[src/plec_defs.svh]
// Offsets, field positions, reset values and timing counts for the loop event and low-power control
// Contract
// - In automatic bandwidth mode, every lock indicator toggle sets the change flag.
// - Interrupt enable bit gates the change flag onto the interrupt output.
// - Change flag sets on lock change whether interrupts are enabled or not.
// - Automatic mode off: no interrupt, change flag reads zero.
// - Selecting the VCO clock is accepted even while unlocked.
// - Wait instruction leaves clock state, selection and loop untouched.
// - Stop with oscillator disabled stops oscillator and loop, forces outputs low.
// - Stop while VCO drives output clears the base clock select bit.
// - After stop, oscillator drives output and select stays clear until software sets it.
// - Stop with oscillator kept running shuts loop but keeps oscillator clock.
// - In break with clear-enable high, accesses clear the change flag normally.
// - A flag cleared during break stays cleared after break ends.
// - In break with clear-enable low, control accesses leave the change flag alone.
// - Outside protected break, any control register read clears the change flag.
// - Select cannot be set while loop off; loop-on cannot clear while select set.
// - In automatic mode the lock indicator is read-only, set when VCO is on frequency.
`ifndef PLEC_DEFS_SVH
`define PLEC_DEFS_SVH
`define PLEC_OFF_CTL 12'h000
`define PLEC_OFF_BWC 12'h004
`define PLEC_BIT_IE 7
`define PLEC_BIT_FLAG 6
`define PLEC_BIT_LOOPON 5
`define PLEC_BIT_BCS 4
`define PLEC_BIT_AUTO 7
`define PLEC_BIT_LOCK 6
`define PLEC_BIT_ACQ 5
`define PLEC_LOOPON_RST 1'b1
`define PLEC_DIV_OSC 2'h2
`define PLEC_DIV_VCO 2'h3
`endif

[src/plec_pkg.sv]
// Types for the loop event and low-power control
package plec_pkg;
  typedef enum logic [1:0] {
    PLEC_RUN = 2'b00,
    PLEC_STOP = 2'b01,
    PLEC_WAKE = 2'b11
  } plec_mode_type;
  typedef struct packed {
    logic irq_en;
    logic flag;
    logic loop_on;
    logic base_clock_select;
    logic auto_bw;
    logic acq_man;
    logic lock_s1;
    logic lock_s2;
    logic lock_d;
    plec_mode_type mode;
  } plec_state_type;
endpackage : plec_pkg

[src/plec_clk_if.sv]
// Clock divider control signals between the control block and its divider
`timescale 1ns/1ps
interface plec_clk_if;
  logic use_vco;
  logic vco_run;
  logic osc_run;
  logic out_clk;
  logic vco_clk;
  logic osc_clk;
  modport ctl (output use_vco, output vco_run, output osc_run, input out_clk, input vco_clk, input osc_clk);
  modport div (input use_vco, input vco_run, input osc_run, output out_clk, output vco_clk, output osc_clk);
endinterface : plec_clk_if

[src/plec_clkdiv.sv]
// Output clock divider: oscillator by two or VCO by three, gated in stop unless the oscillator is kept running
`timescale 1ns/1ps
`include "plec_defs.svh"
module plec_clkdiv
  import plec_pkg::*;
(
  // Clock and reset
  input wire logic clk_sys,
  input wire logic srst,
  // Control
  plec_clk_if.div cif
);
  typedef struct packed {
    logic [1:0] cnt;
    logic out;
    logic vco;
    logic osc;
  } plec_div_type;
  plec_div_type s_r, s_nxt;
  always_comb
  begin
    s_nxt = s_r;
    s_nxt.osc = cif.osc_run ? ~s_r.osc : 1'b0;
    s_nxt.vco = cif.vco_run ? ~s_r.vco : 1'b0;
    if (!cif.osc_run)
    begin
      s_nxt.cnt = 2'h0;
      s_nxt.out = 1'b0;
    end
    else if (s_r.cnt == (cif.use_vco ? `PLEC_DIV_VCO : `PLEC_DIV_OSC) - 2'h1)
    begin
      s_nxt.cnt = 2'h0;
      s_nxt.out = ~s_r.out;
    end
    else
    begin
      s_nxt.cnt = s_r.cnt + 2'h1;
    end
  end
  always_ff @(posedge clk_sys)
  begin
    if (srst)
      s_r <= '0;
    else
      s_r <= s_nxt;
  end
  assign cif.out_clk = s_r.out;
  assign cif.vco_clk = s_r.vco;
  assign cif.osc_clk = s_r.osc;
endmodule : plec_clkdiv

[src/plec_top.sv]
// Loop event flag, interrupt, clock select and stop handling with APB registers
//
// Local design decisions: the APB register port and the placing of the registers.
`timescale 1ns/1ps
`include "plec_defs.svh"
module plec_top
  import plec_pkg::*;
(
  // Clock and reset
  input wire logic clk_sys,
  input wire logic srst,
  // APB slave
  input wire logic psel,
  input wire logic penable,
  input wire logic pwrite,
  input wire logic [11:0] paddr,
  input wire logic [31:0] pwdata,
  output logic [31:0] prdata,
  output logic pready,
  output logic pslverr,
  // Analog loop and system
  input wire logic loop_settled,
  input wire logic stop_req,
  input wire logic wake_req,
  input wire logic wait_req,
  input wire logic osc_run_in_stop_enable,
  input wire logic break_active,
  input wire logic break_clear_enable,
  // Outputs
  output logic generator_irq,
  output logic generator_output_clock,
  output logic vco_clock,
  output logic oscillator_clock,
  output logic loop_enable
);
  plec_state_type s_r, s_nxt;
  logic [31:0] prdata_r, prdata_nxt;
  logic pready_r, pslverr_r, irq_r, lpe_r;
  logic out_r, vco_r, osc_r;
  logic acc, wr, rd, hit_ctl, hit_bwc, protect;
  logic in_stop;
  plec_clk_if cif ();

  function automatic logic is_reg(input logic [11:0] a, input logic [11:0] off);
    is_reg = (a == off);
  endfunction : is_reg

  plec_clkdiv u_div (
    .clk_sys(clk_sys),
    .srst(srst),
    .cif(cif)
  );

  // Every access acts in its first access cycle; pready answers one cycle later
  always_comb
  begin
    acc = psel & penable & ~pready_r;
    wr = acc & pwrite;
    rd = acc & ~pwrite;
    hit_ctl = is_reg(paddr, `PLEC_OFF_CTL);
    hit_bwc = is_reg(paddr, `PLEC_OFF_BWC);
    protect = break_active & ~break_clear_enable;
    in_stop = (s_r.mode == PLEC_STOP);
  end

  always_comb
  begin
    s_nxt = s_r;
    prdata_nxt = 32'h0000_0000;
    // Two flops before the lock indicator is compared
    s_nxt.lock_s1 = loop_settled;
    s_nxt.lock_s2 = s_r.lock_s1;
    s_nxt.lock_d = s_r.lock_s2;
    // Reads return the state before this access acts on it
    if (rd && hit_ctl)
    begin
      prdata_nxt[`PLEC_BIT_IE] = s_r.irq_en;
      prdata_nxt[`PLEC_BIT_FLAG] = s_r.flag & s_r.auto_bw;
      prdata_nxt[`PLEC_BIT_LOOPON] = s_r.loop_on;
      prdata_nxt[`PLEC_BIT_BCS] = s_r.base_clock_select;
    end
    if (rd && hit_bwc)
    begin
      prdata_nxt[`PLEC_BIT_AUTO] = s_r.auto_bw;
      prdata_nxt[`PLEC_BIT_LOCK] = s_r.lock_s2 & s_r.auto_bw;
      prdata_nxt[`PLEC_BIT_ACQ] = s_r.auto_bw ? s_r.lock_s2 : s_r.acq_man;
    end
    // Clearing is by reading; flag bit is not writable
    if (rd && hit_ctl && !protect)
      s_nxt.flag = 1'b0;
    if (wr && hit_ctl)
    begin
      s_nxt.irq_en = pwdata[`PLEC_BIT_IE];
      // Write to select is taken regardless of lock
      if (pwdata[`PLEC_BIT_BCS] && s_r.loop_on)
        s_nxt.base_clock_select = 1'b1;
      else if (!pwdata[`PLEC_BIT_BCS])
        s_nxt.base_clock_select = 1'b0;
      if (pwdata[`PLEC_BIT_LOOPON])
        s_nxt.loop_on = 1'b1;
      else if (!s_r.base_clock_select && !s_nxt.base_clock_select)
        s_nxt.loop_on = 1'b0;
    end
    if (wr && hit_bwc)
    begin
      s_nxt.auto_bw = pwdata[`PLEC_BIT_AUTO];
      if (!s_r.auto_bw)
        s_nxt.acq_man = pwdata[`PLEC_BIT_ACQ];
    end
    // Event set after the clear so that a simultaneous lock change is not lost
    if (s_r.auto_bw && (s_r.lock_s2 != s_r.lock_d))
      s_nxt.flag = 1'b1;
    // Wait input only blocks entry to stop; it changes nothing on its own
    case (s_r.mode)
      PLEC_RUN:
      begin
        if (stop_req && !wait_req)
        begin
          s_nxt.mode = PLEC_STOP;
          s_nxt.base_clock_select = 1'b0;
        end
      end
      PLEC_STOP:
      begin
        s_nxt.base_clock_select = 1'b0;
        if (wake_req)
          s_nxt.mode = PLEC_WAKE;
      end
      PLEC_WAKE:
      begin
        s_nxt.mode = PLEC_RUN;
      end
      default:
      begin
        s_nxt.mode = PLEC_RUN;
      end
    endcase
  end

  always_ff @(posedge clk_sys)
  begin
    if (srst)
    begin
      s_r <= '0;
      s_r.loop_on <= `PLEC_LOOPON_RST;
      s_r.mode <= PLEC_RUN;
      prdata_r <= 32'h0000_0000;
      pready_r <= 1'b0;
      pslverr_r <= 1'b0;
      irq_r <= 1'b0;
      lpe_r <= 1'b0;
      out_r <= 1'b0;
      vco_r <= 1'b0;
      osc_r <= 1'b0;
    end
    else
    begin
      s_r <= s_nxt;
      prdata_r <= prdata_nxt;
      pready_r <= acc;
      pslverr_r <= acc & ~(hit_ctl | hit_bwc);
      // Flag, enable and auto must all hold; stop with oscillator off forces it low
      irq_r <= s_nxt.flag & s_nxt.irq_en & s_nxt.auto_bw
               & ~((s_nxt.mode == PLEC_STOP) & ~osc_run_in_stop_enable);
      lpe_r <= s_nxt.loop_on & (s_nxt.mode != PLEC_STOP);
      out_r <= cif.out_clk;
      vco_r <= cif.vco_clk;
      osc_r <= cif.osc_clk;
    end
  end

  // Divider is steered from registered state and the unregistered osc_run_in_stop_enable input
  assign cif.use_vco = s_r.base_clock_select;
  assign cif.vco_run = s_r.loop_on & ~in_stop;
  assign cif.osc_run = ~in_stop | osc_run_in_stop_enable;

  // pready is registered so each access takes one wait cycle
  assign prdata = prdata_r;
  assign pready = pready_r;
  assign pslverr = pslverr_r;
  assign generator_irq = irq_r;
  assign generator_output_clock = out_r;
  assign vco_clock = vco_r;
  assign oscillator_clock = osc_r;
  assign loop_enable = lpe_r;
endmodule : plec_top

[config.mk]
export PLATFORM = sky130hd
export DESIGN_NAME = plec_top
export DESIGN_NICKNAME = d
export VERILOG_FILES = /design/src/plec_pkg.sv /design/src/plec_clk_if.sv /design/src/plec_clkdiv.sv /design/src/plec_top.sv
export VERILOG_INCLUDE_DIRS = /design/src
export SDC_FILE = /design/constraint.sdc
export NUM_CORES = 1
export LEC_CHECK = 0
export BUFFER_PORTS_ARGS = -buffer_cell sky130_fd_sc_hd__buf_2
export CAP_MARGIN = 20
export CORE_MARGIN = 2
export CORE_UTILIZATION = 39
export DETAILED_ROUTE_END_ITERATION = 12
export HOLD_SLACK_MARGIN = 0.15
export PLACE_DENSITY = 0.78
export SETUP_SLACK_MARGIN = 0.3
export SLEW_MARGIN = 20
export SYNTH_ARGS = -nofsm -noshare
export SYNTH_HDL_FRONTEND = slang
export SYNTH_SLANG_ARGS = --single-unit
[constraint.sdc]
create_clock -name clk_sys -period 3.3 [get_ports clk_sys]
set_input_delay 0.66 -clock clk_sys [delete_from_list [all_inputs] [get_ports clk_sys]]
set_output_delay 0.66 -clock clk_sys [all_outputs]
set_load 0.05 [all_outputs]
Word level (Yosys, flattened, before mapping)
Cells that the tools add are included.
{"block": "totals", "reg_bits": 55, "in_bits": 56, "out_inout_bits": 39, "wordCells": 102}
{"block": "classes", "addsub": 2, "n_eq_ne": 6, "muxes": 20, "bitwise": 30, "reduce_logical": 20}
{"cell": "$and 1x1->1", "n": 14}
{"cell": "$not 1->1", "n": 14}
{"cell": "$eq 12x3->1 const B", "n": 1}
{"cell": "$logic_not 12->1", "n": 1}
{"cell": "$mux 1", "n": 12}
{"cell": "$logic_and 1x1->1", "n": 9}
{"cell": "$mux 2", "n": 4}
{"cell": "$reduce_or 2->1", "n": 3}
{"cell": "$eq 2x1->1 const B", "n": 2}
{"cell": "$logic_not 1->1", "n": 4}
{"cell": "$mux 4", "n": 1}
{"cell": "$pmux 2 s2", "n": 1}
{"cell": "$mux 3", "n": 1}
{"cell": "$reduce_or 3->1", "n": 1}
{"cell": "$add 2x1->2 const B", "n": 1}
{"cell": "$eq 2x2->1", "n": 1}
{"cell": "$logic_not 2->1", "n": 1}
{"cell": "$ne 2x1->1 const B", "n": 1}
{"cell": "$or 1x1->1", "n": 2}
{"cell": "$pmux 1 s2", "n": 1}
{"cell": "$reduce_and 2->1", "n": 1}
{"cell": "$sub 2x1->2 const B", "n": 1}
{"cell": "$ne 1x1->1", "n": 1}

Logic depth before layout (Yosys ltp)
Gate-level depths: netlist of the first run.
{"block": "depth", "depth_word": 12, "mapped_depth": 6, "ltp_nobuf": 5}

Hierarchy
From an unflattened synthesis of the first run, not the netlist that was laid out.
{"block": "unflattened", "hier_cells": 135, "area_unflattened_um2": 1347.5}
{"mod": "plec_top", "n_inst": 1, "cells_each": 117, "area_per_inst_um2": 1152.4, "seq_area_each_um2": 440.4}
{"mod": "plec_clkdiv", "n_inst": 1, "cells_each": 18, "area_per_inst_um2": 195.2, "seq_area_each_um2": 100.1}

Worst setup path before layout of the first run
No wires, ideal clock.
{"block": "synth_path", "path_type": "input to register", "start": "input port paddr[3]", "end": "register s_r[8] (netlist name)", "setup_ps": 120, "arrival_ps": 2595, "required_ps": 3180, "path_slack_ps": 585, "path_stages": 6, "n_path_buf": 1, "cell_sequence": "or4_4 or4_1 clkbuf_2 or4_1 a22o_1 or2_1"}
{"block": "synth_between", "elab_chain_len": 3}
{"element": "from (decl)", "line": "plec_top.sv:16", "source": "input wire logic [11:0] paddr,"}
{"element": "$logic_not 12->1", "line": "plec_top.sv:45", "source": "is_reg = (a == off);"}
{"element": "$logic_and 1x1->1", "line": "plec_top.sv:91", "source": "if (wr && hit_ctl)"}
{"element": "$mux 2", "line": "plec_top.sv:91"}
{"element": "to (signal assigned)", "line": "plec_top.sv:158", "source": "s_r <= s_nxt;"}
{"element": "to (decl)", "line": "plec_top.sv:36", "source": "plec_state_type s_r, s_nxt;"}
No other way between the ends.
A chain may end at the register's enable or synchronous reset.

Worst setup path after layout of the first run
Ends and elaborated chain as after synthesis.

==> summary.md, run 1 <==
| Metric | Value |
|---|---|
| Maximum fanout along the worst path | `7` |
| Root buf cell | `clkbuf_4` |
| Layout cells sized above 1 | `0.273` |
| Gates resized, CTS repair | `0` |
| Final nets | `229` |
| Commonest cells in the netlist | `buf_4 (28), dfxtp_1 (27), nor2_1 (13)` |
| Grt total ovfl | `0` |
| Most common cell in the netlist | `buf_4` |
| Drt drc | `0` |
| Post-placement cell count | `212` |
| DR WL/cell | `9.38 microns` |
| First-pass GRT wire length | `3460 microns` |
| Pin count of the biggest net entering global routing | `21` |
| Normalized max-slew margin | `0.623` |
| Input/output buffers | `37` |
| Async set-reset flop share out of synthesis | `0` |
| Syn Area/Cell | `9.23 sq um` |
| Yosys top cell by area | `dfxtp_1` |
| Design area | `0.00140 sq mm` |
| Max Slew Vio Count | `0` |
| Pwr/cell area | `442 mW/mm^2` |
| Core Footprint | `0.00308 sq mm` |
| MaxCap Viol Count | `0` |
| Vias in the first global route | `836` |
| Max Fclk | `0.395 GHz` |
| Clock Path Buffers | `2` |
| Startpoint types | `input port` |
| Post-Syn Area | `0.00126 sq mm` |
| Classification of the worst setup path | `input port to flop` |
| Io pins | `95` |
| Placed Area | `0.00138 sq mm` |
| R2R setup slack | `1270 ps` |
| Die Ht | `61.0 microns` |
| Num CTS Buffers | `3` |
| Setup Fix Bufs, Post-CTS | `0` |
| GP Congestion | `0.733` |
| Hold Vio Cnt, Final | `0` |
| Place WS | `421 ps` |
| Actual slew at the worst max-slew pin | `560 ps` |
| Ratio of final minimum period to clock period | `0.768` |
| Initial antenna violation count | `0` |
| Worst IR Drop VDD | `169 uV` |
| Synth top area cells | `dfxtp_1 (43%), buf_4 (17%), mux2i_1 (4.7%)` |
| Setup slack after layout | `766 ps` |
| CP Capture Type | `flop` |
| Fin cells | `216` |
| 1st-iter DRT viols | `18` |
| LEAKAGE | `0.643 nW` |
| Clk_skew | `7.12 ps` |
| Status | `completed` |
| Area Growth Syn to Fin | `10.8%` |
| Post-CTS Hold Buffers | `0` |
| Skew-Pair Late Insertion Delay | `330 ps` |
| Die width | `61.0 microns` |
| Post-synth top area share | `0.427` |
| Synth unique cells | `37` |
| Post-detailed-route count of antenna-violating nets | `0` |
| WP data required | `3540 ps` |
| H-tree Lvls | `1` |
| Final min period | `2530 ps` |
| Die area | `0.00371 sq mm` |
| TNS Setup | `0 ps` |
| Worst Path Arrival | `2770 ps` |
| Post-synth top flop | `dfxtp_1` |
| ANT cells | `0` |
| Vias per cell | `4.38` |
| # rows | `20` |
| # setup viols final | `0` |
| DR vias | `947` |
| Worst-path clk slew | `140 ps` |
| Clock Sinks | `27` |
| CTS tree | `built` |
| Worst min-delay path class | `flop to flop` |
| Post-synth EDFFs | `0` |
| Final HPWL DP | `1570 microns` |
| Seq/Total Area, Yosys | `0.427` |
| Tot GR Track Use | `0.129` |
| Cell count after synthesis | `137` |
| Synth warn | `0` |
| RSZ-0062 raised after global routing | `no` |
| DRT Pass-1 Iters | `4` |
| Number of synthesized register bits | `27` |
| Routed wire length | `2030 microns` |
| Starting Density | `0.411` |
[flip-flops by register name (all words and copies together) (netlist names), 2 cells and up]
name / cells
prdata: 4
s_nxt: 2
s_r: 8
u_div.s_r: 2
[per-layer routing]
metal	global-route usage	vias up	part of all wire
li1	-	476	-
met1	0.152	419	0.45
met2	0.210	47	0.44
met3	0.0256	5	0.082
met4	0.0839	0	0.029
met5	0	-	0
[cell families after synthesis]
kind of cell | Yosys count | synth area share
and+or+nand+nor | 53 | 0.247
buffers and inverters | 35 | 0.189
DFF | 27 | 0.427
AOI/OAI and AO/OA | 12 | 0.0633
muxes | 7 | 0.0564
xor gates and xnor gates | 2 | 0.0139
other | 1 | 0.00296
[layout by cell type, fill, tap and decap left out, drive strengths merged]
| cell | n |
|---|---|
| o31a | 1 |
| nand3b | 2 |
| a22oi | 1 |
| o21bai | 2 |
| nor2b | 8 |
| nand2b | 2 |
| nor4 | 3 |
| or2 | 1 |
| nand3 | 1 |
| o21ai | 2 |
| clkbuf | 4 |
| mux2 | 1 |
| dfxtp | 27 |
| nand2 | 5 |
| and3 | 1 |
| nor3b | 4 |
| buf | 37 |
| xor2 | 1 |
| nor3 | 4 |
| a21oi | 3 |
| conb | 28 |
| or4 | 5 |
| inv | 2 |
| xnor2 | 1 |
| or3 | 2 |
| nor2 | 13 |
| a22o | 1 |
| mux2i | 6 |
| or3b | 1 |
| a31oi | 1 |
| and4 | 1 |
| a211oi | 1 |
[worst max-delay path: stages]
cell	delay [ps]
buf_2	100
or4_4	540
or4_1	640
or4_1	440
a22o_1	200
or2_1	200
[final timing paths]
path | start | to | cells past startpoint
worst min-delay path | u_div.cif.osc_clk | u_div.cif.osc_clk | 1
worst max register to register | pready | s_r[8] | 5
worst max-delay path | paddr[3] | s_r[8] | 6
worst min register to register | u_div.cif.osc_clk | u_div.cif.osc_clk | 1
[layout make-up]
cell class / count / area [sq um]
well taps: 44 / 55.1
fillers: 318 / 1680
flip-flops and latches: 27 / 541
multi-input cells: 102 / 587
repair buffers: 37 / 185
clock buffers: 4 / 26.3
inverters: 2 / 7.51
[report_power, final]
part	leakage (nW)	switching, W	total, W	internal, W
combinational	0.408	0.000107	0.000134	0.0000270
sequential	0.221	0.00000581	0.000344	0.000338
clock	0.0150	0.0000945	0.000142	0.0000474
total	0.643	0.000207	0.000620	0.000412
[through the flow]
step	hold slack (ps)	total power, W	utilization
6_report	420	0.000620	0.455
5_1_grt	454	0.000653	0.455
4_1_cts	424	0.000623	0.455
3_5_place_dp	405	0.000485	0.447
3_3_place_gp	393	0.000484	0.447
2_1_floorplan	385	0.000487	-
Note: power is estimated with default switching activity, not from simulation.
==> run 2: changes to the inputs <==
--- a/config.mk
+++ b/config.mk
@@ -9,10 +9,10 @@
 export BUFFER_PORTS_ARGS = -buffer_cell sky130_fd_sc_hd__buf_2
 export CAP_MARGIN = 20
 export CORE_MARGIN = 2
-export CORE_UTILIZATION = 39
+export CORE_UTILIZATION = 36
 export DETAILED_ROUTE_END_ITERATION = 12
 export HOLD_SLACK_MARGIN = 0.15
-export PLACE_DENSITY = 0.78
+export PLACE_DENSITY = 0.76
 export SETUP_SLACK_MARGIN = 0.3
 export SLEW_MARGIN = 20
 export SYNTH_ARGS = -nofsm -noshare
==> constraint.sdc (replaced) <==
create_clock -name clk_sys -period 2.2 [get_ports clk_sys]
set_input_delay 0.44 -clock clk_sys [delete_from_list [all_inputs] [get_ports clk_sys]]
set_output_delay 0.44 -clock clk_sys [all_outputs]
set_load 0.05 [all_outputs]
==> summary.md, run 2 (synthesized netlist as in run 1, its figures left out) <==
| Metric | Value |
|---|---|
| Vias per cell | `4.31 (-1.7%)` |
| Drt drc | `0 (unchanged)` |
| Ratio of final minimum period to clock period | `1.01` |
| Post-placement cell count | `221 (+4.2%)` |
| Slowest cell on crit path | `or4_4` |
| CP max stage delay | `580 ps (-60 ps)` |
| Post-CTS Hold Buffers | `0 (unchanged)` |
| Die area | `0.00400 sq mm (+7.8%)` |
| GP Congestion | `0.753 (+2.6%)` |
| # rows | `21 (+5.0%)` |
| Starting Density | `0.376 (-0.0349)` |
| Worst Path Arrival | `2440 ps (-330 ps)` |
| Setup slack after layout | `-18.4 ps (-784 ps)` |
| # setup viols final | `1 (+1)` |
| Combinational fraction of design power | `0.223 (+0.007)` |
| Layout cells sized above 1 | `0.350 (+0.0767)` |
| Hold Vio Cnt, Final | `0 (unchanged)` |
| Post-detailed-route count of antenna-violating nets | `0 (unchanged)` |
| Commonest cells after routing, fill and taps aside | `buf_2 (36), conb_1 (28), dfxtp_1 (27), nor2_1 (13)` |
| Sw frac | `0.337 (+0.00255)` |
| RSZ-0062 raised after global routing | `yes` |
| Classification of the worst setup path | `input port to flop` |
| Max Fclk | `0.451 GHz` |
| Worst-path clk slew | `140 ps (about the same)` |
| Root buf cell | `clkbuf_4` |
| Die width | `63.3 microns (+3.8%)` |
| Fin cells | `226 (+4.6%)` |
| Skew-Pair Late Insertion Delay | `310 ps (-20 ps)` |
| Clock Path Buffers | `2 (unchanged)` |
| Layout fillers | `349 (+9.7%)` |
| DR WL/cell | `10.2 microns (+8.6%)` |
| Pin count of the biggest net entering global routing | `21 (unchanged)` |
| Place WS | `-430 ps (-851 ps)` |
| Core Footprint | `0.00336 sq mm (+9.3%)` |
| WP data required | `2420 ps (-1120 ps)` |
| Worst IR Drop VDD | `255 uV (+51%)` |
| MaxCap Viol Count | `0 (unchanged)` |
| Worst min-delay path class | `input port to flop` |
| H-tree Lvls | `1 (unchanged)` |
| Psw | `0.000315 W (+52%)` |
| Final HPWL DP | `1640 microns (+4.6%)` |
| Clock Sinks | `27 (unchanged)` |
| Internal | `0.000620 W (+50%)` |
| Initial antenna violation count | `0 (unchanged)` |
| ANT cells | `0 (unchanged)` |
| Input/output buffers | `37 (unchanged)` |
| Routed wire length | `2300 microns (+14%)` |
| LEAKAGE | `0.687 nW (+6.8%)` |
| Status | `finished with violations` |
| DR vias | `974 (+2.9%)` |
| Grt total ovfl | `0 (unchanged)` |
| Worst path cell trace | `buf_6 > or4_4 > or4_4 > or4_1 > a22o_1 > or2_1` |
| Post-Route Utilization | `0.453 (-0.00216)` |
| CTS tree | `built` |
| First-pass GRT wire length | `3530 microns (+2.0%)` |
| 1st-iter DRT viols | `41 (+23)` |
| Final nets | `237 (+3.5%)` |
| Final hold slack | `341 ps (-79.6 ps)` |
| Clk pwr share | `0.226 (-0.003)` |
| Die Ht | `63.3 microns (+3.8%)` |
| Max reg flops | `8 (unchanged)` |
| Sequential share of power | `0.551 (-0.004)` |
| CP Capture Type | `flop` |
| Tot GR Track Use | `0.109 (-0.0192)` |
| Vias in the first global route | `843 (+0.84%)` |
| Largest reg by FF count | `s_r` |
| Pwr/cell area | `614 mW/mm^2 (+39%)` |
| Maximum fanout along the worst path | `4 (-3)` |
| Startpoint types | `input port` |
| CP delay by family, top | `simple AND/OR/NAND/NOR gates` |
| CP dominant cell by count | `or4_4` |
| Max Slew Vio Count | `0 (unchanged)` |
| Most common cell after layout, fill and taps aside | `buf_2` |
| Io pins | `95 (unchanged)` |
| Violated checks | `negative setup slack` |
| DRT Pass-1 Iters | `3 (-1)` |
| Clk_skew | `2.04 ps (-5.08 ps)` |
| Num CTS Buffers | `3 (unchanged)` |
| Sum of buffers and inverters on the critical path | `1 (unchanged)` |
| Area Growth Syn to Fin | `20.5%` |
| Final min period | `2220 ps` |
-- run 2: cell type report --
| class | instances | area, sq um | area share |
|---|---|---|---|
| multi-input combinational | 102 | 637 | 0.418 |
| sequential | 27 | 541 | 0.355 |
| timing repair buffer | 45 | 251 | 0.165 |
| tap | 46 | 57.6 | 0.0378 |
| clock buffer | 3 | 22.5 | 0.0148 |
| clock inverter | 1 | 7.51 | 0.00493 |
| inverter | 2 | 7.51 | 0.00493 |
-- run 2: power groups by stage --
stage	combinational (W)	clock [W]	sequential (W)
3_3_place_gp	0.000203	0	0.000526
5_1_grt	0.000219	0.000243	0.000519
3_5_place_dp	0.000204	0	0.000526
4_1_cts	0.000207	0.000220	0.000516
2_1_floorplan	0.000181	0	0.000549
6_report	0.000208	0.000212	0.000516
-- run 2: repair_timing --
item                                    in CTS  in global routing
pin swaps                                    3                  5
endpoints found under the setup margin      11                 12
setup buffers                                1                  0
resized for setup                            8                  2
-- run 2: metal layers --
layer	wire, microns	global-route usage
met5	0	0
met1	981	0.128
met4	27	0.0408
met2	1140	0.205
met3	154	0.0107
-- run 2: final timing paths --
check,slack [ps],cells after the start,to,from
setup / recovery,-20,6,s_r[8],paddr[3]
hold / removal,340,2,s_nxt[3],loop_settled
setup reg to reg,230,5,s_r[8],pready
hold reg to reg,410,1,u_div.cif.osc_clk,u_div.cif.osc_clk
-- run 2: worst register-to-register path, cell delays in order (launching register included) --
cell	delay, ps
dfxtp_1	330
nand3b_1	190
or4_4	530
or4_1	410
a22o_1	200
or2_1	200
-- run 2: stage by stage --
step | TNS [ps] | total power, W | area, sq um
after floorplan | -1330 | 0.000730 | 1370
after global placement | -2990 | 0.000729 | 1440
after detailed placement | -3260 | 0.000730 | 1440
after CTS | -17.7 | 0.000943 | 1510
after global routing | -115 | 0.000981 | 1520
final | -18.4 | 0.000935 | 1520
==> run 3: changes to the inputs <==
--- a/config.mk
+++ b/config.mk
@@ -9,10 +9,10 @@
 export BUFFER_PORTS_ARGS = -buffer_cell sky130_fd_sc_hd__buf_2
 export CAP_MARGIN = 20
 export CORE_MARGIN = 2
-export CORE_UTILIZATION = 36
+export CORE_UTILIZATION = 39
 export DETAILED_ROUTE_END_ITERATION = 12
 export HOLD_SLACK_MARGIN = 0.15
-export PLACE_DENSITY = 0.76
+export PLACE_DENSITY = 0.78
 export SETUP_SLACK_MARGIN = 0.3
 export SLEW_MARGIN = 20
 export SYNTH_ARGS = -nofsm -noshare
==> constraint.sdc (replaced) <==
create_clock -name clk_sys -period 2.48 [get_ports clk_sys]
set_input_delay 0.496 -clock clk_sys [delete_from_list [all_inputs] [get_ports clk_sys]]
set_output_delay 0.496 -clock clk_sys [all_outputs]
set_load 0.05 [all_outputs]
==> summary.md, run 3 (synthesized netlist as in run 1, its figures left out) <==
| Metric | Value |
|---|---|
| Area Growth Syn to Fin | `15.5%` |
| Skew-Pair Late Insertion Delay | `320 ps (about the same)` |
| DRT Pass-1 Iters | `4 (+1)` |
| Routed wire length | `2010 microns (-13%)` |
| Classification of the worst setup path | `input port to flop` |
| Worst Path Arrival | `2470 ps (+30 ps)` |
| Worst IR Drop VDD | `190 uV (-26%)` |
| WP data required | `2710 ps (+290 ps)` |
| Vias per cell | `4.33 (+0.58%)` |
| Die area | `0.00371 sq mm (-7.2%)` |
| Largest reg by FF count | `s_r` |
| Die Ht | `61.0 microns (-3.7%)` |
| MaxCap Viol Count | `0 (unchanged)` |
| ANT cells | `0 (unchanged)` |
| Final nets | `234 (-1.3%)` |
| Clock Sinks | `27 (unchanged)` |
| Max Slew Vio Count | `0 (unchanged)` |
| Io pins | `95 (unchanged)` |
| Ratio of final minimum period to clock period | `0.906` |
| Final HPWL DP | `1600 microns (-2.7%)` |
| Core Footprint | `0.00308 sq mm (-8.5%)` |
| Die width | `61.0 microns (-3.7%)` |
| Status | `completed` |
| Max Fclk | `0.445 GHz` |
| Max reg flops | `8 (unchanged)` |
| Post-detailed-route count of antenna-violating nets | `0 (unchanged)` |
| Clock Path Buffers | `2 (unchanged)` |
| Worst hold path cell count | `3 (+1)` |
| Post-placement cell count | `217 (-1.8%)` |
| Hold Path End | `s_r[1]` |
| Starting Density | `0.411 (+0.0349)` |
| Pin count of the biggest net entering global routing | `21 (unchanged)` |
| Pwr/cell area | `565 mW/mm^2 (-7.9%)` |
| Commonest cells after routing, fill and taps aside | `buf_2 (35), conb_1 (28), dfxtp_1 (27), nor2_1 (13), nor2b_1 (8)` |
| Post-route total power | `0.000826 W (-12%)` |
| Tot GR Track Use | `0.116 (+0.00677)` |
| Drt drc | `0 (unchanged)` |
| Vias in the first global route | `796 (-5.6%)` |
| Input/output buffers | `37 (unchanged)` |
| Startpoint types | `input port` |
| CTS tree | `built` |
| RSZ-0062 raised after global routing | `yes` |
| Worst Hold Launch | `wake_req` |
| Layout cells sized above 1 | `0.311 (-0.0393)` |
| TNS Setup | `0 ps (+18.4 ps)` |
| # setup viols final | `0 (-1)` |
| DR vias | `958 (-1.6%)` |
| Hold Vio Cnt, Final | `0 (unchanged)` |
| FF-to-FF End | `s_r[8]` |
| Most common cell after layout, fill and taps aside | `buf_2` |
| Grt total ovfl | `0 (unchanged)` |
| DR WL/cell | `9.08 microns (-11%)` |
| Worst-path clk slew | `140 ps (about the same)` |
| WL met2 | `987 microns (-13%)` |
| LEAKAGE | `0.676 nW (-1.6%)` |
| Placed Area | `0.00142 sq mm (-1.2%)` |
| Maximum fanout along the worst path | `5 (+1)` |
| Reg2Reg Depth | `5 (unchanged)` |
| Design area | `0.00146 sq mm (-4.1%)` |
| Wire length on met3 | `139 microns (-9.7%)` |
| R2R setup slack | `550 ps (+320 ps)` |
| DR top layer | `met4` |
| M1 WL | `853 microns (-13%)` |
| 1st-iter DRT viols | `9 (-78%)` |
| H-tree Lvls | `1 (unchanged)` |
| Fin cells | `221 (-2.2%)` |
| Root buf cell | `clkbuf_4` |
| Worst min-delay path class | `input port to flop` |
| Initial antenna violation count | `0 (unchanged)` |
| Num CTS Buffers | `3 (unchanged)` |
| CP Capture Type | `flop` |
| First-pass GRT wire length | `3150 microns (-11%)` |
| GP Congestion | `0.729 (-3.2%)` |
| Crit Reg-Reg Startpoint | `pready` |
| Setup Fix Bufs, Post-CTS | `0 (-1)` |
| # rows | `20 (-4.8%)` |
| Clk_skew | `2.54 ps (+0.499 ps)` |
| Final min period | `2250 ps` |
==> run 3: cell count changes in the layout (fill, tap and decap cells not counted), sizes merged <==
cell / change
clkinvlp: -1
buf: -3
clkinv: +1
==> run 3: critical path, stage by stage <==
cell and delay (ps):
buf_6 90, or4_4 530, or4_4 570, or4_1 400
a22o_1 190, or2_1 200
==> run 3: layout make-up <==
class	instances	area (sq um)
clock inverter	1	5.00
inverter	2	7.51
multi-input combinational	102	596
clock buffer	3	22.5
fill	305	1620
sequential	27	541
timing repair buffer	42	235
tap	44	55.1
==> run 3: per-stage QoR <==
stage | utilization | hold slack (ps) | worst slack [ps]
floorplan | - | 385 | -70.5
detailed placement | 0.461 | 403 | -174
CTS | 0.473 | 404 | 240
global route | 0.475 | 393 | 208
global placement | 0.461 | 393 | -175
finish | 0.475 | 410 | 234
==> run 3: power by group <==
part,total [W],internal [W],leakage (nW),switching [W]
clock,0.000187,0.0000603,0.0177,0.000126
sequential,0.000457,0.000450,0.221,0.00000770
combinational,0.000182,0.0000388,0.438,0.000143
total,0.000826,0.000549,0.676,0.000277
==> run 3: metal layers <==
layer,track usage,vias up
met1,0.127,426
met3,0.0192,2
met2,0.210,43
met5,0,-
met4,0.0652,0
li1,-,487
==> run 3: repair_timing <==
item,4_1_cts,5_1_grt
setup endpoints to repair,4,4
pin swaps,1,1
gates resized for setup,2,1
hold buffers,0,0
==> run 3: worst max-delay path by stage <==
stage	startpoint	to	slack, ps
6_report	paddr[6]	s_r[8]	230
5_1_grt	paddr[6]	s_r[8]	210
2_1_floorplan	paddr[7]	s_r[8]	-70
4_1_cts	paddr[3]	s_r[8]	240
3_3_place_gp	paddr[7]	s_r[8]	-180
3_5_place_dp	paddr[7]	s_r[8]	-170
